File: src/efc_pkg.sv
// Shared constants and carrier types for the E1 framer control bank
`default_nettype none
package efc_pkg;
    // Register byte addresses on the multiplexed parallel port
    localparam logic [7:0] EFC_ADDR_RX2 = 8'h11;
    localparam logic [7:0] EFC_ADDR_TX1 = 8'h12;
    localparam logic [7:0] EFC_ADDR_TX2 = 8'h13;
    localparam logic [7:0] EFC_ADDR_CC1 = 8'h14;
    // Reset values and writable masks (unassigned bits read as zero)
    localparam logic [7:0] EFC_RST_VAL  = 8'h00;
    localparam logic [7:0] EFC_MASK_RX2 = 8'hFE;
    localparam logic [7:0] EFC_MASK_TX1 = 8'h7F;
    localparam logic [7:0] EFC_MASK_TX2 = 8'hFB;
    localparam logic [7:0] EFC_MASK_CC1 = 8'hFF;
    localparam logic [7:0] EFC_RD_NONE  = 8'h00;
    // Field positions: rx control two
    localparam int RX2_RATE_BIT   = 2;
    localparam int RX2_SLIP_BIT   = 1;
    // Field positions: tx control one
    localparam int TX1_PT_BIT     = 6;
    localparam int TX1_TS16_BIT   = 5;
    localparam int TX1_UA1_BIT    = 4;
    localparam int TX1_SI_BIT     = 3;
    localparam int TX1_SA1_BIT    = 2;
    localparam int TX1_MODE_BIT   = 1;
    localparam int TX1_DIR_BIT    = 0;
    // Field positions: tx control two
    localparam int TX2_EBIT_BIT   = 1;
    localparam int TX2_PIN_BIT    = 0;
    // Field positions: common control one
    localparam int CC1_LOOP_BIT   = 7;
    localparam int CC1_THDB_BIT   = 6;
    localparam int CC1_TBLK_BIT   = 5;
    localparam int CC1_TCRC_BIT   = 4;
    localparam int CC1_SIGM_BIT   = 3;
    localparam int CC1_RHDB_BIT   = 2;
    localparam int CC1_RBLK_BIT   = 1;
    localparam int CC1_RCRC_BIT   = 0;
    // Frame geometry; bit index 0 is bit 1 of a timeslot, sent first
    localparam logic [4:0] EFC_TS_ALIGN = 5'h00;
    localparam logic [4:0] EFC_TS_SIG   = 5'h10;
    localparam logic [4:0] EFC_TS_BLOCK = 5'h1A;
    localparam logic [2:0] EFC_BIT_ONE  = 3'h0;
    localparam logic [2:0] EFC_BIT_LAST = 3'h7;
    localparam logic [2:0] EFC_SA_FIRST = 3'h3;
    localparam logic [7:0] EFC_SIG_ONES = 8'hFF;

    // One bit slot of a framer direction
    typedef struct packed {
        logic       stb;
        logic [4:0] ts;
        logic [2:0] bit_idx;
        logic       nonalign;
    } efc_slot_s;

    // Multiplexed parallel port pins, separate active-low read and write strobes
    typedef struct packed {
        logic       ale;
        logic       rd_n;
        logic       wr_n;
        logic [7:0] ad;
    } efc_bus_s;

    typedef struct packed {
        logic [7:0] rx2;
        logic [7:0] tx1;
        logic [7:0] tx2;
        logic [7:0] cc1;
    } efc_regs_s;

    typedef struct packed {
        efc_regs_s  regs;
        logic [7:0] addr;
        logic       ale_q;
        logic       wr_n_q;
        logic [7:0] wdata;
        logic [7:0] rd_data;
        logic       rd_drive;
        logic       tx_bit;
        logic       tx_pos;
        logic       tx_neg;
        logic       ami_pol;
        logic       rx_link;
        logic       rx_link_vld;
        logic       sync_out;
    } efc_state_s;

    typedef struct packed {
        logic chblk;
    } efc_blk_state_s;
endpackage : efc_pkg
`default_nettype wire

File: src/efc_chblk_gen.sv
// Channel-block output generator with forced timeslot 26 bit 1
`timescale 1ns/1ps
`default_nettype none
module efc_chblk_gen
    import efc_pkg::*;
#(
    parameter logic [4:0] BLOCK_TS  = EFC_TS_BLOCK,
    parameter logic [2:0] BLOCK_BIT = EFC_BIT_ONE
) (
    input  wire logic      mclk_i,
    input  wire logic      rst_n_i,
    input  wire logic      ce_i,
    input  wire efc_slot_s slot_i,
    input  wire logic      force_en_i,
    input  wire logic      base_i,
    output logic           chblk_o
);
    efc_blk_state_s s_r;
    efc_blk_state_s s_nxt;
    logic           hit;

    // Slot hit marks the G.802 blocking position
    assign hit = (slot_i.ts == BLOCK_TS) && (slot_i.bit_idx == BLOCK_BIT);

    // Base pattern from the blocking map, forced high at the hit slot when enabled
    always_comb begin
        s_nxt = s_r;
        if (slot_i.stb) begin
            s_nxt.chblk = base_i | (force_en_i & hit);
        end
    end

    always_ff @(posedge mclk_i or negedge rst_n_i) begin
        if (!rst_n_i) begin
            s_r <= '0;
        end else if (ce_i) begin
            s_r <= s_nxt;
        end
    end

    assign chblk_o = s_r.chblk;
endmodule : efc_chblk_gen
`default_nettype wire

File: src/efc_ctrl_bank.sv
// E1 framer control bank: host register port and the paths it steers
`timescale 1ns/1ps
`default_nettype none
module efc_ctrl_bank
    import efc_pkg::*;
(
    input  wire logic      mclk_i,
    input  wire logic      rst_n_i,
    input  wire logic      ce_i,
    // Host parallel port
    input  wire efc_bus_s  bus_i,
    output logic [7:0]     ad_o,
    output logic           ad_oe_n_o,
    // Transmit slot and sources
    input  wire efc_slot_s tx_slot_i,
    input  wire logic      tx_serial_in_i,
    input  wire logic      tx_link_in_i,
    input  wire logic [7:0] tx_align_word_reg_i,
    input  wire logic [7:0] tx_nonalign_word_reg_i,
    input  wire logic      tx_sig_reg_bit_i,
    input  wire logic      tx_frame_start_i,
    input  wire logic      tx_mframe_start_i,
    input  wire logic      tx_blk_map_i,
    output logic           tx_data_o,
    output logic           tx_positive_out_o,
    output logic           tx_negative_out_o,
    output logic           tx_channel_block_out_o,
    // Transmit sync pin, two-way
    input  wire logic      tx_sync_pin_i,
    output logic           tx_sync_pin_o,
    output logic           tx_sync_pin_oe_n_o,
    output logic           tx_sync_seen_o,
    // Receive slot and sources
    input  wire efc_slot_s rx_slot_i,
    input  wire logic      rx_line_data_i,
    input  wire logic      rx_blk_map_i,
    output logic           rx_framer_data_o,
    output logic           rx_link_out_o,
    output logic           rx_link_valid_o,
    output logic           rx_channel_block_out_o,
    // Shared status pin
    input  wire logic      rx_sync_loss_i,
    input  wire logic      tx_clock_loss_i,
    output logic           shared_pin_o,
    // Configuration levels for the framer datapaths
    output logic           rx_backplane_clock_rate_o,
    output logic           rx_slip_buffer_enable_o,
    output logic           tx_sync_mode_o,
    output logic           auto_ebit_enable_o,
    output logic           rx_signaling_mode_o,
    output logic           framer_loopback_o,
    output logic           tx_zero_sub_enable_o,
    output logic           rx_zero_sub_enable_o,
    output logic           tx_multiframe_check_enable_o,
    output logic           rx_multiframe_check_enable_o
);
    efc_state_s s_r;
    efc_state_s s_nxt;
    logic       wr_commit;
    logic       tx_bit_sel;
    logic       rx_src;
    logic [2:0] tx_word_idx;
    logic [7:0] rd_lookup;
    logic       rx_is_sa;

    // Write commits when the write strobe rises; data was held while low
    assign wr_commit = !s_r.wr_n_q && bus_i.wr_n;

    // Internal word bits go out MSB first, bit 1 of the slot first
    assign tx_word_idx = EFC_BIT_LAST - tx_slot_i.bit_idx;

    // Read lookup; unmapped addresses answer zero
    always_comb begin
        case (s_r.addr)
            EFC_ADDR_RX2: rd_lookup = s_r.regs.rx2;
            EFC_ADDR_TX1: rd_lookup = s_r.regs.tx1;
            EFC_ADDR_TX2: rd_lookup = s_r.regs.tx2;
            EFC_ADDR_CC1: rd_lookup = s_r.regs.cc1;
            default:      rd_lookup = EFC_RD_NONE;
        endcase
    end

    // Transmit bit source selection for the current slot
    always_comb begin
        tx_bit_sel = tx_serial_in_i;
        if (s_r.regs.tx1[TX1_UA1_BIT]) begin
            tx_bit_sel = 1'b1;
        end else if (tx_slot_i.ts == EFC_TS_ALIGN) begin
            if (tx_slot_i.bit_idx == EFC_BIT_ONE) begin
                // Si bit follows its own select even if pass-through was misprogrammed
                if (s_r.regs.tx1[TX1_SI_BIT]) begin
                    tx_bit_sel = tx_slot_i.nonalign ? tx_nonalign_word_reg_i[tx_word_idx]
                                                    : tx_align_word_reg_i[tx_word_idx];
                end else begin
                    tx_bit_sel = tx_serial_in_i;
                end
            end else if (s_r.regs.tx1[TX1_PT_BIT]) begin
                tx_bit_sel = tx_serial_in_i;
            end else if (tx_slot_i.nonalign && tx_slot_i.bit_idx >= EFC_SA_FIRST
                         && s_r.regs.tx2[tx_slot_i.bit_idx]) begin
                tx_bit_sel = tx_link_in_i;
            end else begin
                tx_bit_sel = tx_slot_i.nonalign ? tx_nonalign_word_reg_i[tx_word_idx]
                                                : tx_align_word_reg_i[tx_word_idx];
            end
        end else if (tx_slot_i.ts == EFC_TS_SIG) begin
            if (s_r.regs.tx1[TX1_SA1_BIT]) begin
                tx_bit_sel = EFC_SIG_ONES[tx_word_idx];
            end else if (s_r.regs.tx1[TX1_TS16_BIT]) begin
                tx_bit_sel = tx_sig_reg_bit_i;
            end else begin
                tx_bit_sel = tx_serial_in_i;
            end
        end
    end

    // Loopback swaps the receive source; the line input is then ignored
    assign rx_src = s_r.regs.cc1[CC1_LOOP_BIT] ? s_r.tx_bit : rx_line_data_i;

    // Receive Sa bits live in bits 4..8 of timeslot 0 in non-align frames
    assign rx_is_sa = (rx_slot_i.ts == EFC_TS_ALIGN) && rx_slot_i.nonalign
                      && (rx_slot_i.bit_idx >= EFC_SA_FIRST);

    // Next-state logic for the bus port, transmit rails and receive link
    always_comb begin
        s_nxt          = s_r;
        s_nxt.ale_q    = bus_i.ale;
        s_nxt.wr_n_q   = bus_i.wr_n;
        s_nxt.rd_data  = rd_lookup;
        s_nxt.rd_drive = !bus_i.rd_n;
        // Address is latched at the falling edge of the latch enable
        if (s_r.ale_q && !bus_i.ale) begin
            s_nxt.addr = bus_i.ad;
        end
        if (!bus_i.wr_n) begin
            s_nxt.wdata = bus_i.ad;
        end
        // Unassigned bits are masked so they always read back as zero
        if (wr_commit) begin
            case (s_r.addr)
                EFC_ADDR_RX2: s_nxt.regs.rx2 = s_r.wdata & EFC_MASK_RX2;
                EFC_ADDR_TX1: s_nxt.regs.tx1 = s_r.wdata & EFC_MASK_TX1;
                EFC_ADDR_TX2: s_nxt.regs.tx2 = s_r.wdata & EFC_MASK_TX2;
                EFC_ADDR_CC1: s_nxt.regs.cc1 = s_r.wdata & EFC_MASK_CC1;
                default:      s_nxt.regs     = s_r.regs;
            endcase
        end
        // AMI rails; HDB3 substitution is left to the line coder downstream
        if (tx_slot_i.stb) begin
            s_nxt.tx_bit = tx_bit_sel;
            s_nxt.tx_pos = tx_bit_sel && !s_r.ami_pol;
            s_nxt.tx_neg = tx_bit_sel && s_r.ami_pol;
            if (tx_bit_sel) begin
                s_nxt.ami_pol = !s_r.ami_pol;
            end
        end
        // Receive link holds the last reported Sa bit until the next one
        s_nxt.rx_link_vld = 1'b0;
        if (rx_slot_i.stb && rx_is_sa && s_r.regs.rx2[rx_slot_i.bit_idx]) begin
            s_nxt.rx_link     = rx_src;
            s_nxt.rx_link_vld = 1'b1;
        end
        // Sync pulse comes from the boundary picked by the mode bit
        s_nxt.sync_out = s_r.regs.tx1[TX1_MODE_BIT] ? tx_mframe_start_i
                                                     : tx_frame_start_i;
    end

    // One register stage for all state, frozen while the clock enable is low
    always_ff @(posedge mclk_i or negedge rst_n_i) begin
        if (!rst_n_i) begin
            s_r          <= '0;
            s_r.regs.rx2 <= EFC_RST_VAL;
            s_r.regs.tx1 <= EFC_RST_VAL;
            s_r.regs.tx2 <= EFC_RST_VAL;
            s_r.regs.cc1 <= EFC_RST_VAL;
            s_r.ale_q    <= 1'b0;
            s_r.wr_n_q   <= 1'b1;
        end else if (ce_i) begin
            s_r <= s_nxt;
        end
    end

    // Channel-block generators, one per direction
    efc_chblk_gen #(
        .BLOCK_TS  (EFC_TS_BLOCK),
        .BLOCK_BIT (EFC_BIT_ONE)
    ) u_tx_blk (
        .mclk_i     (mclk_i),
        .rst_n_i    (rst_n_i),
        .ce_i       (ce_i),
        .slot_i     (tx_slot_i),
        .force_en_i (s_r.regs.cc1[CC1_TBLK_BIT]),
        .base_i     (tx_blk_map_i),
        .chblk_o    (tx_channel_block_out_o)
    );

    efc_chblk_gen #(
        .BLOCK_TS  (EFC_TS_BLOCK),
        .BLOCK_BIT (EFC_BIT_ONE)
    ) u_rx_blk (
        .mclk_i     (mclk_i),
        .rst_n_i    (rst_n_i),
        .ce_i       (ce_i),
        .slot_i     (rx_slot_i),
        .force_en_i (s_r.regs.cc1[CC1_RBLK_BIT]),
        .base_i     (rx_blk_map_i),
        .chblk_o    (rx_channel_block_out_o)
    );

    // Port outputs
    assign ad_o               = s_r.rd_data;
    assign ad_oe_n_o          = !s_r.rd_drive;
    assign tx_data_o          = s_r.tx_bit;
    assign tx_positive_out_o  = s_r.tx_pos;
    assign tx_negative_out_o  = s_r.tx_neg;
    assign rx_framer_data_o   = rx_src;
    assign rx_link_out_o      = s_r.rx_link;
    assign rx_link_valid_o    = s_r.rx_link_vld;
    assign tx_sync_pin_o      = s_r.sync_out;
    assign tx_sync_pin_oe_n_o = !s_r.regs.tx1[TX1_DIR_BIT];
    // Framer sees its own pulse when driving, else the external pin
    assign tx_sync_seen_o     = s_r.regs.tx1[TX1_DIR_BIT] ? s_r.sync_out : tx_sync_pin_i;
    assign shared_pin_o       = s_r.regs.tx2[TX2_PIN_BIT] ? tx_clock_loss_i
                                                          : rx_sync_loss_i;

    // Configuration levels straight from the bank
    assign rx_backplane_clock_rate_o    = s_r.regs.rx2[RX2_RATE_BIT];
    assign rx_slip_buffer_enable_o      = s_r.regs.rx2[RX2_SLIP_BIT];
    assign tx_sync_mode_o               = s_r.regs.tx1[TX1_MODE_BIT];
    assign auto_ebit_enable_o           = s_r.regs.tx2[TX2_EBIT_BIT];
    assign rx_signaling_mode_o          = s_r.regs.cc1[CC1_SIGM_BIT];
    assign framer_loopback_o            = s_r.regs.cc1[CC1_LOOP_BIT];
    assign tx_zero_sub_enable_o         = s_r.regs.cc1[CC1_THDB_BIT];
    assign rx_zero_sub_enable_o         = s_r.regs.cc1[CC1_RHDB_BIT];
    assign tx_multiframe_check_enable_o = s_r.regs.cc1[CC1_TCRC_BIT];
    assign rx_multiframe_check_enable_o = s_r.regs.cc1[CC1_RCRC_BIT];
endmodule : efc_ctrl_bank
`default_nettype wire

File: config.mk
export PLATFORM = sky130hd
export DESIGN_NAME = efc_ctrl_bank
export DESIGN_NICKNAME = d
export VERILOG_FILES = /design/src/efc_pkg.sv /design/src/efc_chblk_gen.sv /design/src/efc_ctrl_bank.sv
export SDC_FILE = /design/constraint.sdc
export NUM_CORES = 1
export LEC_CHECK = 0
export ABC_AREA = 1
export BUFFER_PORTS_ARGS = -buffer_cell sky130_fd_sc_hd__buf_4
export CAP_MARGIN = 20
export CELL_PAD_IN_SITES_DETAIL_PLACEMENT = 0
export CELL_PAD_IN_SITES_GLOBAL_PLACEMENT = 1
export CORE_MARGIN = 4
export CORE_UTILIZATION = 34
export DETAILED_ROUTE_END_ITERATION = 12
export PLACE_DENSITY_LB_ADDON = 0.3
export SLEW_MARGIN = 20
export SYNTH_ARGS = -nofsm -noshare
export SYNTH_HDL_FRONTEND = slang
export SYNTH_HIERARCHICAL = 1
export SYNTH_SLANG_ARGS = --single-unit
File: constraint.sdc
create_clock -name mclk_i -period 1.58 [get_ports mclk_i]
set_clock_uncertainty 0.2 [all_clocks]
set_input_delay 0.237 -clock mclk_i [delete_from_list [all_inputs] [get_ports mclk_i]]
set_output_delay 0.237 -clock mclk_i [all_outputs]
set_load 0.005 [all_outputs]
==> impl_metrics.csv, run 1 <==
group,metric,value,unit
outcome,status,"complete, but fails checks",
outcome,violations,"negative setup slack",
sta,finalSetupTns,-1930,ps
critical_path,end_kind,"register",
final_layout,syn2layout_area_growth,50.0,%
route,wl_met1,4.46,mm
synth,synth.cell_area,3360,µm²
route,drt_iter0_markers,165,
critical_path,critical_path_buf_inv_count,2,
power,p_sw,1.26,mW
clocking,clk_pin_slew_worst_paths,80,ps
final_layout,largest_reg_flops,39,
synth,post-synth-top-area-cell,"dfrtp_1",
synth,synthCells,429,
power,peakVddDrop,0.539,mV
clocking,cts_buffers,9,
floorplanning,coreArea,9680,µm²
sta,setup_ws,-140,ps
synth,synth_top_area_share,47.6,%
floorplanning,initial_core_util,34.7,%
placed_design,post-dp-hpwl,7.10,mm
clocking,cts_root_buffer,"clkbuf_8",
critical_path,path_cells,"or2_4, nor4_4, buf_4, buf_6, nand2_8, nand2_1, o21ai_2",
grt,grtUsageTotal,17.5,%
grt,grt_pass1_wl,15.8,mm
power,power.total,4.25,mW
grt,grt_pass1_vias,3240,
sta,finalHoldViolations,0,
final_layout,final_area,5040,µm²
route,dr_wl_met3,579,µm
placed_design,numPortBuffers,91,
clocking,max-clock-path-buffers,2,
route,drcViolationCount,0,
route,ant_nets,0,
route,vias,3255,
synth,ys_seq_area_share,48.4,%
sta,fin_crit_sh,109,%
critical_path,cp_top_family,"simple AND/OR/NAND/NOR gates",
final_layout,fillCellCount,922,
placed_design,post-place-cells,659,
critical_path,reg2reg_to,"auto_ebit_enable_o",
synth,synth.distinct_cells,32,
synth,post_synth.cell_area_avg,7.84,µm²
grt,antenna_found_initial,0,
synth,synth_seq_cells,65,
power,p_int,2.99,mW
critical_path,cp_max_fo,7,
route,met2WireLength,4.70,mm
floorplanning,die_area,11500,µm²
route,wl_per_cell,14.0,µm
critical_path,cp_slowest_cell,"dfrtp_1",
power,switching_share,29.6,%
critical_path,critPathRequiredTime,1600,ps
sta,slew_headroom,45.6,%
floorplanning,fp.dieW,107,µm
final_layout,utilization,52.1,%
placed_design,place_area,4310,µm²
route,avgViaCountPerCell,4.62,
grt,grt_remaining_overflow,0,
final_layout,layout-drive-gt1-share,38.3,%
floorplanning,pin_count,92,
final_layout,final_common_cell,"buf_4",
floorplanning,rows,36,
critical_path,crit_path_max_incr_delay,390,ps
floorplanning,die_y,107,µm
sta,rsz0062_at_grt,"yes",
route,top_layer_used,"met4",
synth,yosys_warnings,6,
job,max_cap_violations,0,
final_layout,layout.nets,628,
synth,synth.area.top_cells,"dfrtp_1 48%, nand2_1 15%, inv_1 5.7%, nand3_1 4.3%, nor2_1 3.5%",
final_layout,n_antenna_cell,0,
power,p_clk_share,33.5,%
power,leakagePower,2.51,nW
critical_path,start_kind,"register",
clocking,cts_tree,"done",
sta,fmax,582,MHz
route,routed_wl,9.85,mm
placed_design,place_congestion,0.857,
critical_path,startpoint,"s_r[29]",
critical_path,r2r-start,"s_r[29]",
final_layout,regMostFlops,"s_r",
clocking,cts_sinks,65,
final_layout,stdcell_count,705,
critical_path,cp.arrival,1740,ps
sta,setup_viol,20,
sta,maxSlewViolCount,0,
grt,grt_max_degree,32,
sta,tightest_slew,813,ps
route,dr.pass1.iters,6,
final_layout,mostFrequentLayoutCells,"120 x buf_4, 116 x nand2_1, 63 x dfrtp_1, 50 x inv_1, 26 x nor2_1",
critical_path,worst_r2r_path_depth,7,
critical_path,path_depth,7,
clocking,cts_max_level,3,
critical_path,r2r_slack,-140,ps
power,power_density,843,nW/µm²
critical_path,worst-setup-path-type,"register to register",
sta,period_minus_slack,1720,ps
critical_path,crit_end,"auto_ebit_enable_o",
synth,syn-num-nets,490,
min_path,hp-class,"primary input to register",
power,power_frac_comb,21.4,%
clocking,clk_latency,340,ps
power,pwr-share-seq,45.0,%
how the worst min path moves through the flow:
| stage | cells after the start | to | slack (ps) | startpoint |
|---|---|---|---|---|
| floorplan | 0 | ad_o[0] | -260 | rst_n_i |
| global placement | 1 | tx_negative_out_o | -60 | rst_n_i |
| detailed placement | 1 | tx_negative_out_o | -60 | rst_n_i |
| CTS | 6 | u_rx_blk/chblk_o | 40 | rx_slot_i[4] |
| global route | 5 | u_rx_blk/chblk_o | 50 | rx_slot_i[8] |
| finish | 5 | rx_link_out_o | 50 | rx_line_data_i |
worst register-to-register path, delay by kind of cell (launching register included):
kind | cells | cell delay [ps]
and+or+nand+nor | 4 | 690
buffers and inverters | 2 | 290
AOI/OAI and AO/OA | 1 | 50
DFF | 1 | 390
Yosys cell counts (all sizes together):
| library cell | number |
|---|---|
| nand2 | 143 |
| dfrtp | 64 |
| inv | 58 |
| o21ai | 45 |
| nand3 | 31 |
| nor2 | 31 |
| buf | 16 |
| a21oi | 12 |
| mux2 | 5 |
| o2111ai | 5 |
| clkbuf | 3 |
| nor4 | 3 |
| o22ai | 3 |
| nor3 | 2 |
| or2 | 2 |
| a31o | 1 |
| a32o | 1 |
| dfstp | 1 |
| o211ai | 1 |
| o21bai | 1 |
| o31a | 1 |
per-layer routing:
metal / up-vias / track usage [%]
met3: 9 / 4.50
met4: 0 / 5.77
met1: 1520 / 23.0
met2: 82 / 28.3
met5: - / 0
li1: 1644 / -
cell families (layout without fill, tap and decap cells):
| kind of cell | Yosys count | count (layout) | synth area share (%) |
|---|---|---|---|
| AOI/OAI and AO/OA | 70 | 70 | 12.4 |
| buffers and inverters | 77 | 219 | 10.4 |
| DFF | 65 | 65 | 48.4 |
| muxes | 5 | 5 | 1.67 |
| and+or+nand+nor | 212 | 213 | 27.1 |
power by group through the flow:
stage	logic (mW)	registers (mW)	clock network, mW
finish	0.910	1.91	1.43
global route	1.01	1.93	1.55
CTS	0.859	1.91	1.45
detailed placement	0.778	1.94	0
global placement	0.769	1.94	0
floorplan	0.363	1.92	0
through the flow:
step | hold slack [ps] | worst slack, ps
2_1_floorplan | -259 | -150
3_3_place_gp | -55.1 | -142
3_5_place_dp | -57.8 | -183
4_1_cts | 36.3 | -76.7
5_1_grt | 47.7 | -198
6_report | 46.1 | -140
area by class of cell:
type,count,area (µm²),share of cell area [%]
clock inverter,7,80.1,1.59
tap,133,166,3.30
timing repair buffer,145,1190,23.7
inverter,58,230,4.56
multi-input combinational,288,1620,32.1
clock buffer,9,124,2.46
sequential,65,1630,32.3
what timing repair did:
| item | 4_1_cts | 5_1_grt |
|---|---|---|
| resized for setup | 20 | 46 |
| buffers inserted | 5 | 5 |
| hold endpoints to repair | 86 | 0 |
| setup endpoints to repair | 43 | 51 |
| pin swaps | 11 | 11 |
| cloned | 1 | 1 |
| hold buffers | 18 | 0 |
(Power assumes the default switching activity.)
==> run 2: changes to the inputs <==
- CORE_UTILIZATION: 34 -> 41
- clock period: 1.58 -> 2.1 ns (I/O delays scaled with it)
==> run 2 against run 1 <==
  * The flow now finishes without violations
  * Hold slack worse by 38 ps
  * Clock-buffer cell count rose by 3
  * Critical path depth decreased by 2
  * Largest power group unchanged
  * Highest routed layer unchanged
==> impl_metrics.csv, run 2 (same netlist as run 1, synthesis figures left out) <==
group,metric,value,unit
clocking,clk_latency,340,ps
final_layout,utilization,56.7,%
sta,tightest_slew,477,ps
grt,grt_pass1_wl,14.2,mm
floorplanning,rows,32,
sta,setup_viol,0,
critical_path,critPathRequiredTime,2120,ps
floorplanning,die_area,9710,µm²
final_layout,layout-drive-gt1-share,27.4,%
sta,slew_headroom,67.9,%
power,power.total,3.31,mW
route,drcViolationCount,0,
sta,finalSetupTns,0,ps
critical_path,worst-setup-path-type,"register to register",
clocking,cts_max_level,3,
route,dr.pass1.iters,8,
clocking,max-clock-path-buffers,2,
placed_design,numPortBuffers,91,
placed_design,post-dp-hpwl,6.62,mm
final_layout,syn2layout_area_growth,32.4,%
sta,setup_ws,216,ps
floorplanning,die_y,98.6,µm
sta,finalHoldViolations,0,
job,max_cap_violations,0,
final_layout,mostFrequentLayoutCells,"137 x nand2_1, 98 x buf_4, 64 x dfrtp_1, 51 x inv_1, 31 x nor2_1",
grt,grtUsageTotal,18.3,%
placed_design,place_area,4120,µm²
route,drt_iter0_markers,164,
placed_design,place_congestion,0.878,
final_layout,largest_reg_flops,39,
route,wl_per_cell,13.6,µm
clocking,clk_pin_slew_worst_paths,80,ps
grt,grt_pass1_vias,2939,
placed_design,dpl_worst_slack,241,ps
route,routed_wl,8.62,mm
floorplanning,coreArea,7850,µm²
sta,rsz0062_at_grt,"no",
sta,fmax,531,MHz
min_path,hp-class,"primary input to register",
grt,grt_remaining_overflow,0,
power,power_density,744,nW/µm²
floorplanning,pin_count,92,
power,peakVddDrop,0.355,mV
final_layout,final_area,4450,µm²
clocking,cts_sinks,65,
outcome,status,"complete, no violations",
critical_path,end_kind,"register",
route,vias,3065,
critical_path,worst_r2r_path_depth,5,
final_layout,final_common_cell,"nand2_1",
sta,maxSlewViolCount,0,
clocking,cts_tree,"done",
power,leakagePower,2.30,nW
clocking,cts_root_buffer,"clkbuf_8",
final_layout,regMostFlops,"s_r",
grt,antenna_found_initial,0,
critical_path,cp.arrival,1900,ps
min_path,whs_path_depth,3,
critical_path,start_kind,"register",
floorplanning,fp.dieW,98.6,µm
route,ant_nets,0,
critical_path,cp_max_fo,14,
route,avgViaCountPerCell,4.83,
final_layout,layout.nets,589,
grt,grt_max_degree,28,
sta,fin_crit_sh,89.7,%
clocking,cts_buffers,9,
sta,period_minus_slack,1880,ps
final_layout,n_antenna_cell,0,
floorplanning,initial_core_util,42.8,%
[run 2: changes by cell type in the layout (fill, tap and decap cells not counted), sizes merged]
cell / previous run / this run
buf: 126 / 99
dlygate4sd3: 18 / 8
bufinv: 1 / 3
clkbuf: 10 / 12
clkinv: 3 / 1
clkinvlp: 2 / 0
inv: 59 / 58
nand2: 144 / 143
[run 2: path summary, 6_finish.rpt]
check	start	to	slack [ps]
hold / removal	bus_i[8]	s_r[24]	8
setup / recovery	s_r[29]	s_r[46]	220
setup reg to reg	s_r[29]	s_r[46]	220
hold reg to reg	s_r[24]	s_r[24]	270
min in group asynchronous	rst_n_i	u_rx_blk/chblk_o	230
max in group asynchronous	rst_n_i	s_r[24]	950
[run 2: cell type report]
type	count	area, µm²
Clock buffer	12	155
Clock inverter	4	98.8
Fill cell	767	3400
Inverter	58	220
Multi-Input combinational cell	287	1390
Sequential cell	65	1630
Tap cell	102	128
Timing Repair Buffer	107	836
[run 2: critical path, stage by stage (launching register included)]
cell and delay, ps:
dfrtp_1 440, or2_4 270, nor4_4 440, nand2_4 230, nand2_1 140, o21ai_2 50
[run 2: power by group]
| group | switching (mW) | leakage (nW) | internal [mW] |
|---|---|---|---|
| clock | 0.481 | 0.127 | 0.857 |
| combinational | 0.284 | 1.32 | 0.245 |
| sequential | 0.0803 | 0.850 | 1.36 |
[run 2: stage by stage]
step / cells / hold WS, ps
final: 635 / 7.92
after global routing: 635 / 15.7
after CTS: 635 / 1.81
after detailed placement: 611 / 50.8
after global placement: 611 / 51.6
after floorplan: 429 / -181
[run 2: routing by layer]
| metal | track usage, % | part of all wire (%) |
|---|---|---|
| met1 | 24.3 | 45 |
| met5 | 0 | 0 |
| met2 | 30.0 | 47 |
| met3 | 4.18 | 6.2 |
| met4 | 5.46 | 1.6 |
[run 2: timing repair]
| action | 4_1_cts | 5_1_grt |
|---|---|---|
| hold buffers | 8 | 0 |
| hold endpoints to repair | 37 | 0 |
| gates resized for setup | 0 | 0 |
| buffers inserted | 0 | 0 |
==> run 3: changes to the inputs <==
- CAP_MARGIN: 20 -> 5
- CORE_ASPECT_RATIO: unset -> 1.1
==> run 3 against run 2 <==
  * Setup slack got worse by 3.2 ps
  * Sequential power about the same
  * Total power is essentially flat
  * Combinational power barely moved
  * Critical path depth unchanged
  * Wire length rose by 5.1%
  * Sequential share of layout area shrank 0.14 points
  * First-iteration DRC count fell by 20%
  * Non-clock buffer count rose by 1
  * Largest cell class unchanged
==> impl_metrics.csv, run 3 (same netlist as run 1, synthesis figures left out) <==
group,metric,value,unit
grt,grt.met3_usage,4.31,%
sta,finalHoldViolations,0,
power,peakVddDrop,0.565,mV
sta,whs,13.7,ps
placed_design,dpl_worst_slack,221,ps
final_layout,mostFrequentLayoutCells,"137 x nand2_1, 98 x buf_4, 64 x dfrtp_1, 51 x inv_1, 31 x nor2_1",
grt,grt_pass1_vias,2945,
placed_design,place_area,4120,µm²
critical_path,cp.arrival,1900,ps
critical_path,reg2reg_to,"s_r[46]",
floorplanning,die_y,103,µm
route,wl_per_cell,14.1,µm
clocking,clk_latency,330,ps
clocking,cts_max_level,3,
grt,grt_pass1_wl,14.6,mm
sta,tightest_slew,519,ps
final_layout,fillCellCount,769,
placed_design,post-place-cells,617,
route,vias,3077,
sta,setup_ws,213,ps
clocking,cts_tree,"done",
power,power_density,742,nW/µm²
final_layout,final_common_cell,"nand2_1",
route,dr.pass1.iters,4,
critical_path,startpoint,"s_r[29]",
critical_path,start_kind,"register",
clocking,cts_sinks,65,
critical_path,cp_max_fo,14,
power,power.total,3.31,mW
floorplanning,coreArea,7960,µm²
clocking,clk_pin_slew_worst_paths,80,ps
final_layout,final_area,4470,µm²
critical_path,crit_end,"s_r[46]",
outcome,status,"complete, no violations",
grt,grtUsageTotal,19.6,%
floorplanning,fp.dieW,94.3,µm
route,routed_wl,9.06,mm
critical_path,r2r_slack,210,ps
sta,rsz0062_at_grt,"no",
grt,grt_remaining_overflow,0,
placed_design,place_congestion,0.820,
grt,grt_max_degree,37,
critical_path,end_kind,"register",
floorplanning,pin_count,92,
clocking,cts_root_buffer,"clkbuf_8",
job,max_cap_violations,0,
sta,slew_headroom,65.1,%
final_layout,syn2layout_area_growth,32.9,%
sta,setup_viol,0,
route,drt_iter0_markers,132,
sta,finalSetupTns,0,ps
placed_design,numPortBuffers,91,
critical_path,worst_r2r_path_depth,5,
sta,fin_crit_sh,89.9,%
final_layout,layout.nets,590,
sta,maxSlewViolCount,0,
route,avgViaCountPerCell,4.79,
power,leakagePower,2.31,nW
final_layout,n_antenna_cell,0,
floorplanning,initial_core_util,42.3,%
route,ant_nets,0,
sta,period_minus_slack,1890,ps
sta,fmax,530,MHz
grt,grtUsageMet2,33.7,%
final_layout,utilization,56.2,%
min_path,hp-class,"primary input to register",
final_layout,layout-drive-gt1-share,27.3,%
floorplanning,die_area,9710,µm²
route,drcViolationCount,0,
grt,top_usage_layer,"met2",
critical_path,worst-setup-path-type,"register to register",
clocking,cts_buffers,9,
floorplanning,rows,34,
critical_path,critPathRequiredTime,2110,ps
clocking,max-clock-path-buffers,2,
final_layout,largest_reg_flops,39,
grt,grtUsageMet1,25.1,%
placed_design,post-dp-hpwl,6.85,mm
final_layout,regMostFlops,"s_r",
final_layout,stdcell_count,642,
critical_path,r2r-start,"s_r[29]",
grt,antenna_found_initial,0,
-- run 3: cell types whose count changed in the layout (fill, tap and decap cells not counted) --
| cell | delta |
|---|---|
| dlygate4sd3_1 | +1 |
-- run 3: per-layer routing --
layer,up-vias,part of all wire (%)
met1,1428,45
met4,0,1.8
met2,74,48
met5,-,0
met3,11,5.4
li1,1564,-
-- run 3: critical path, stage by stage, from the launching register on --
cell	delay (ps)
dfrtp_1	420
or2_4	260
nor4_4	470
nand2_4	230
nand2_1	130
o21ai_2	50
-- run 3: what timing repair did --
item                                   CTS  global route
endpoints found under the hold margin   43             0
hold buffers                             9             0
resized for setup                        0             0
setup endpoints to repair                0             0
buffers inserted                         0             0
-- run 3: report_power, final --
group / switching (mW) / internal, mW
Sequential: 0.0810 / 1.36
Clock: 0.480 / 0.857
Combinational: 0.286 / 0.245
-- run 3: layout make-up --
class,instances,area (µm²),area share [%]
Sequential cell,65,1630,36.4
Multi-Input combinational cell,287,1390,31.0
Timing Repair Buffer,108,846,18.9
Inverter,58,220,4.93
Clock buffer,12,155,3.47
Tap cell,108,135,3.02
Clock inverter,4,98.8,2.21
-- run 3: worst min path at each step --
stage | depth (start not counted) | end | slack [ps] | from
floorplan | 0 | ad_o[0] | -180 | rst_n_i
global placement | 1 | u_tx_blk/chblk_o | 110 | rst_n_i
detailed placement | 1 | u_tx_blk/chblk_o | 120 | rst_n_i
CTS | 3 | s_r[25] | 9 | bus_i[10]
global route | 3 | s_r[19] | 20 | bus_i[3]
finish | 3 | s_r[25] | 10 | bus_i[10]
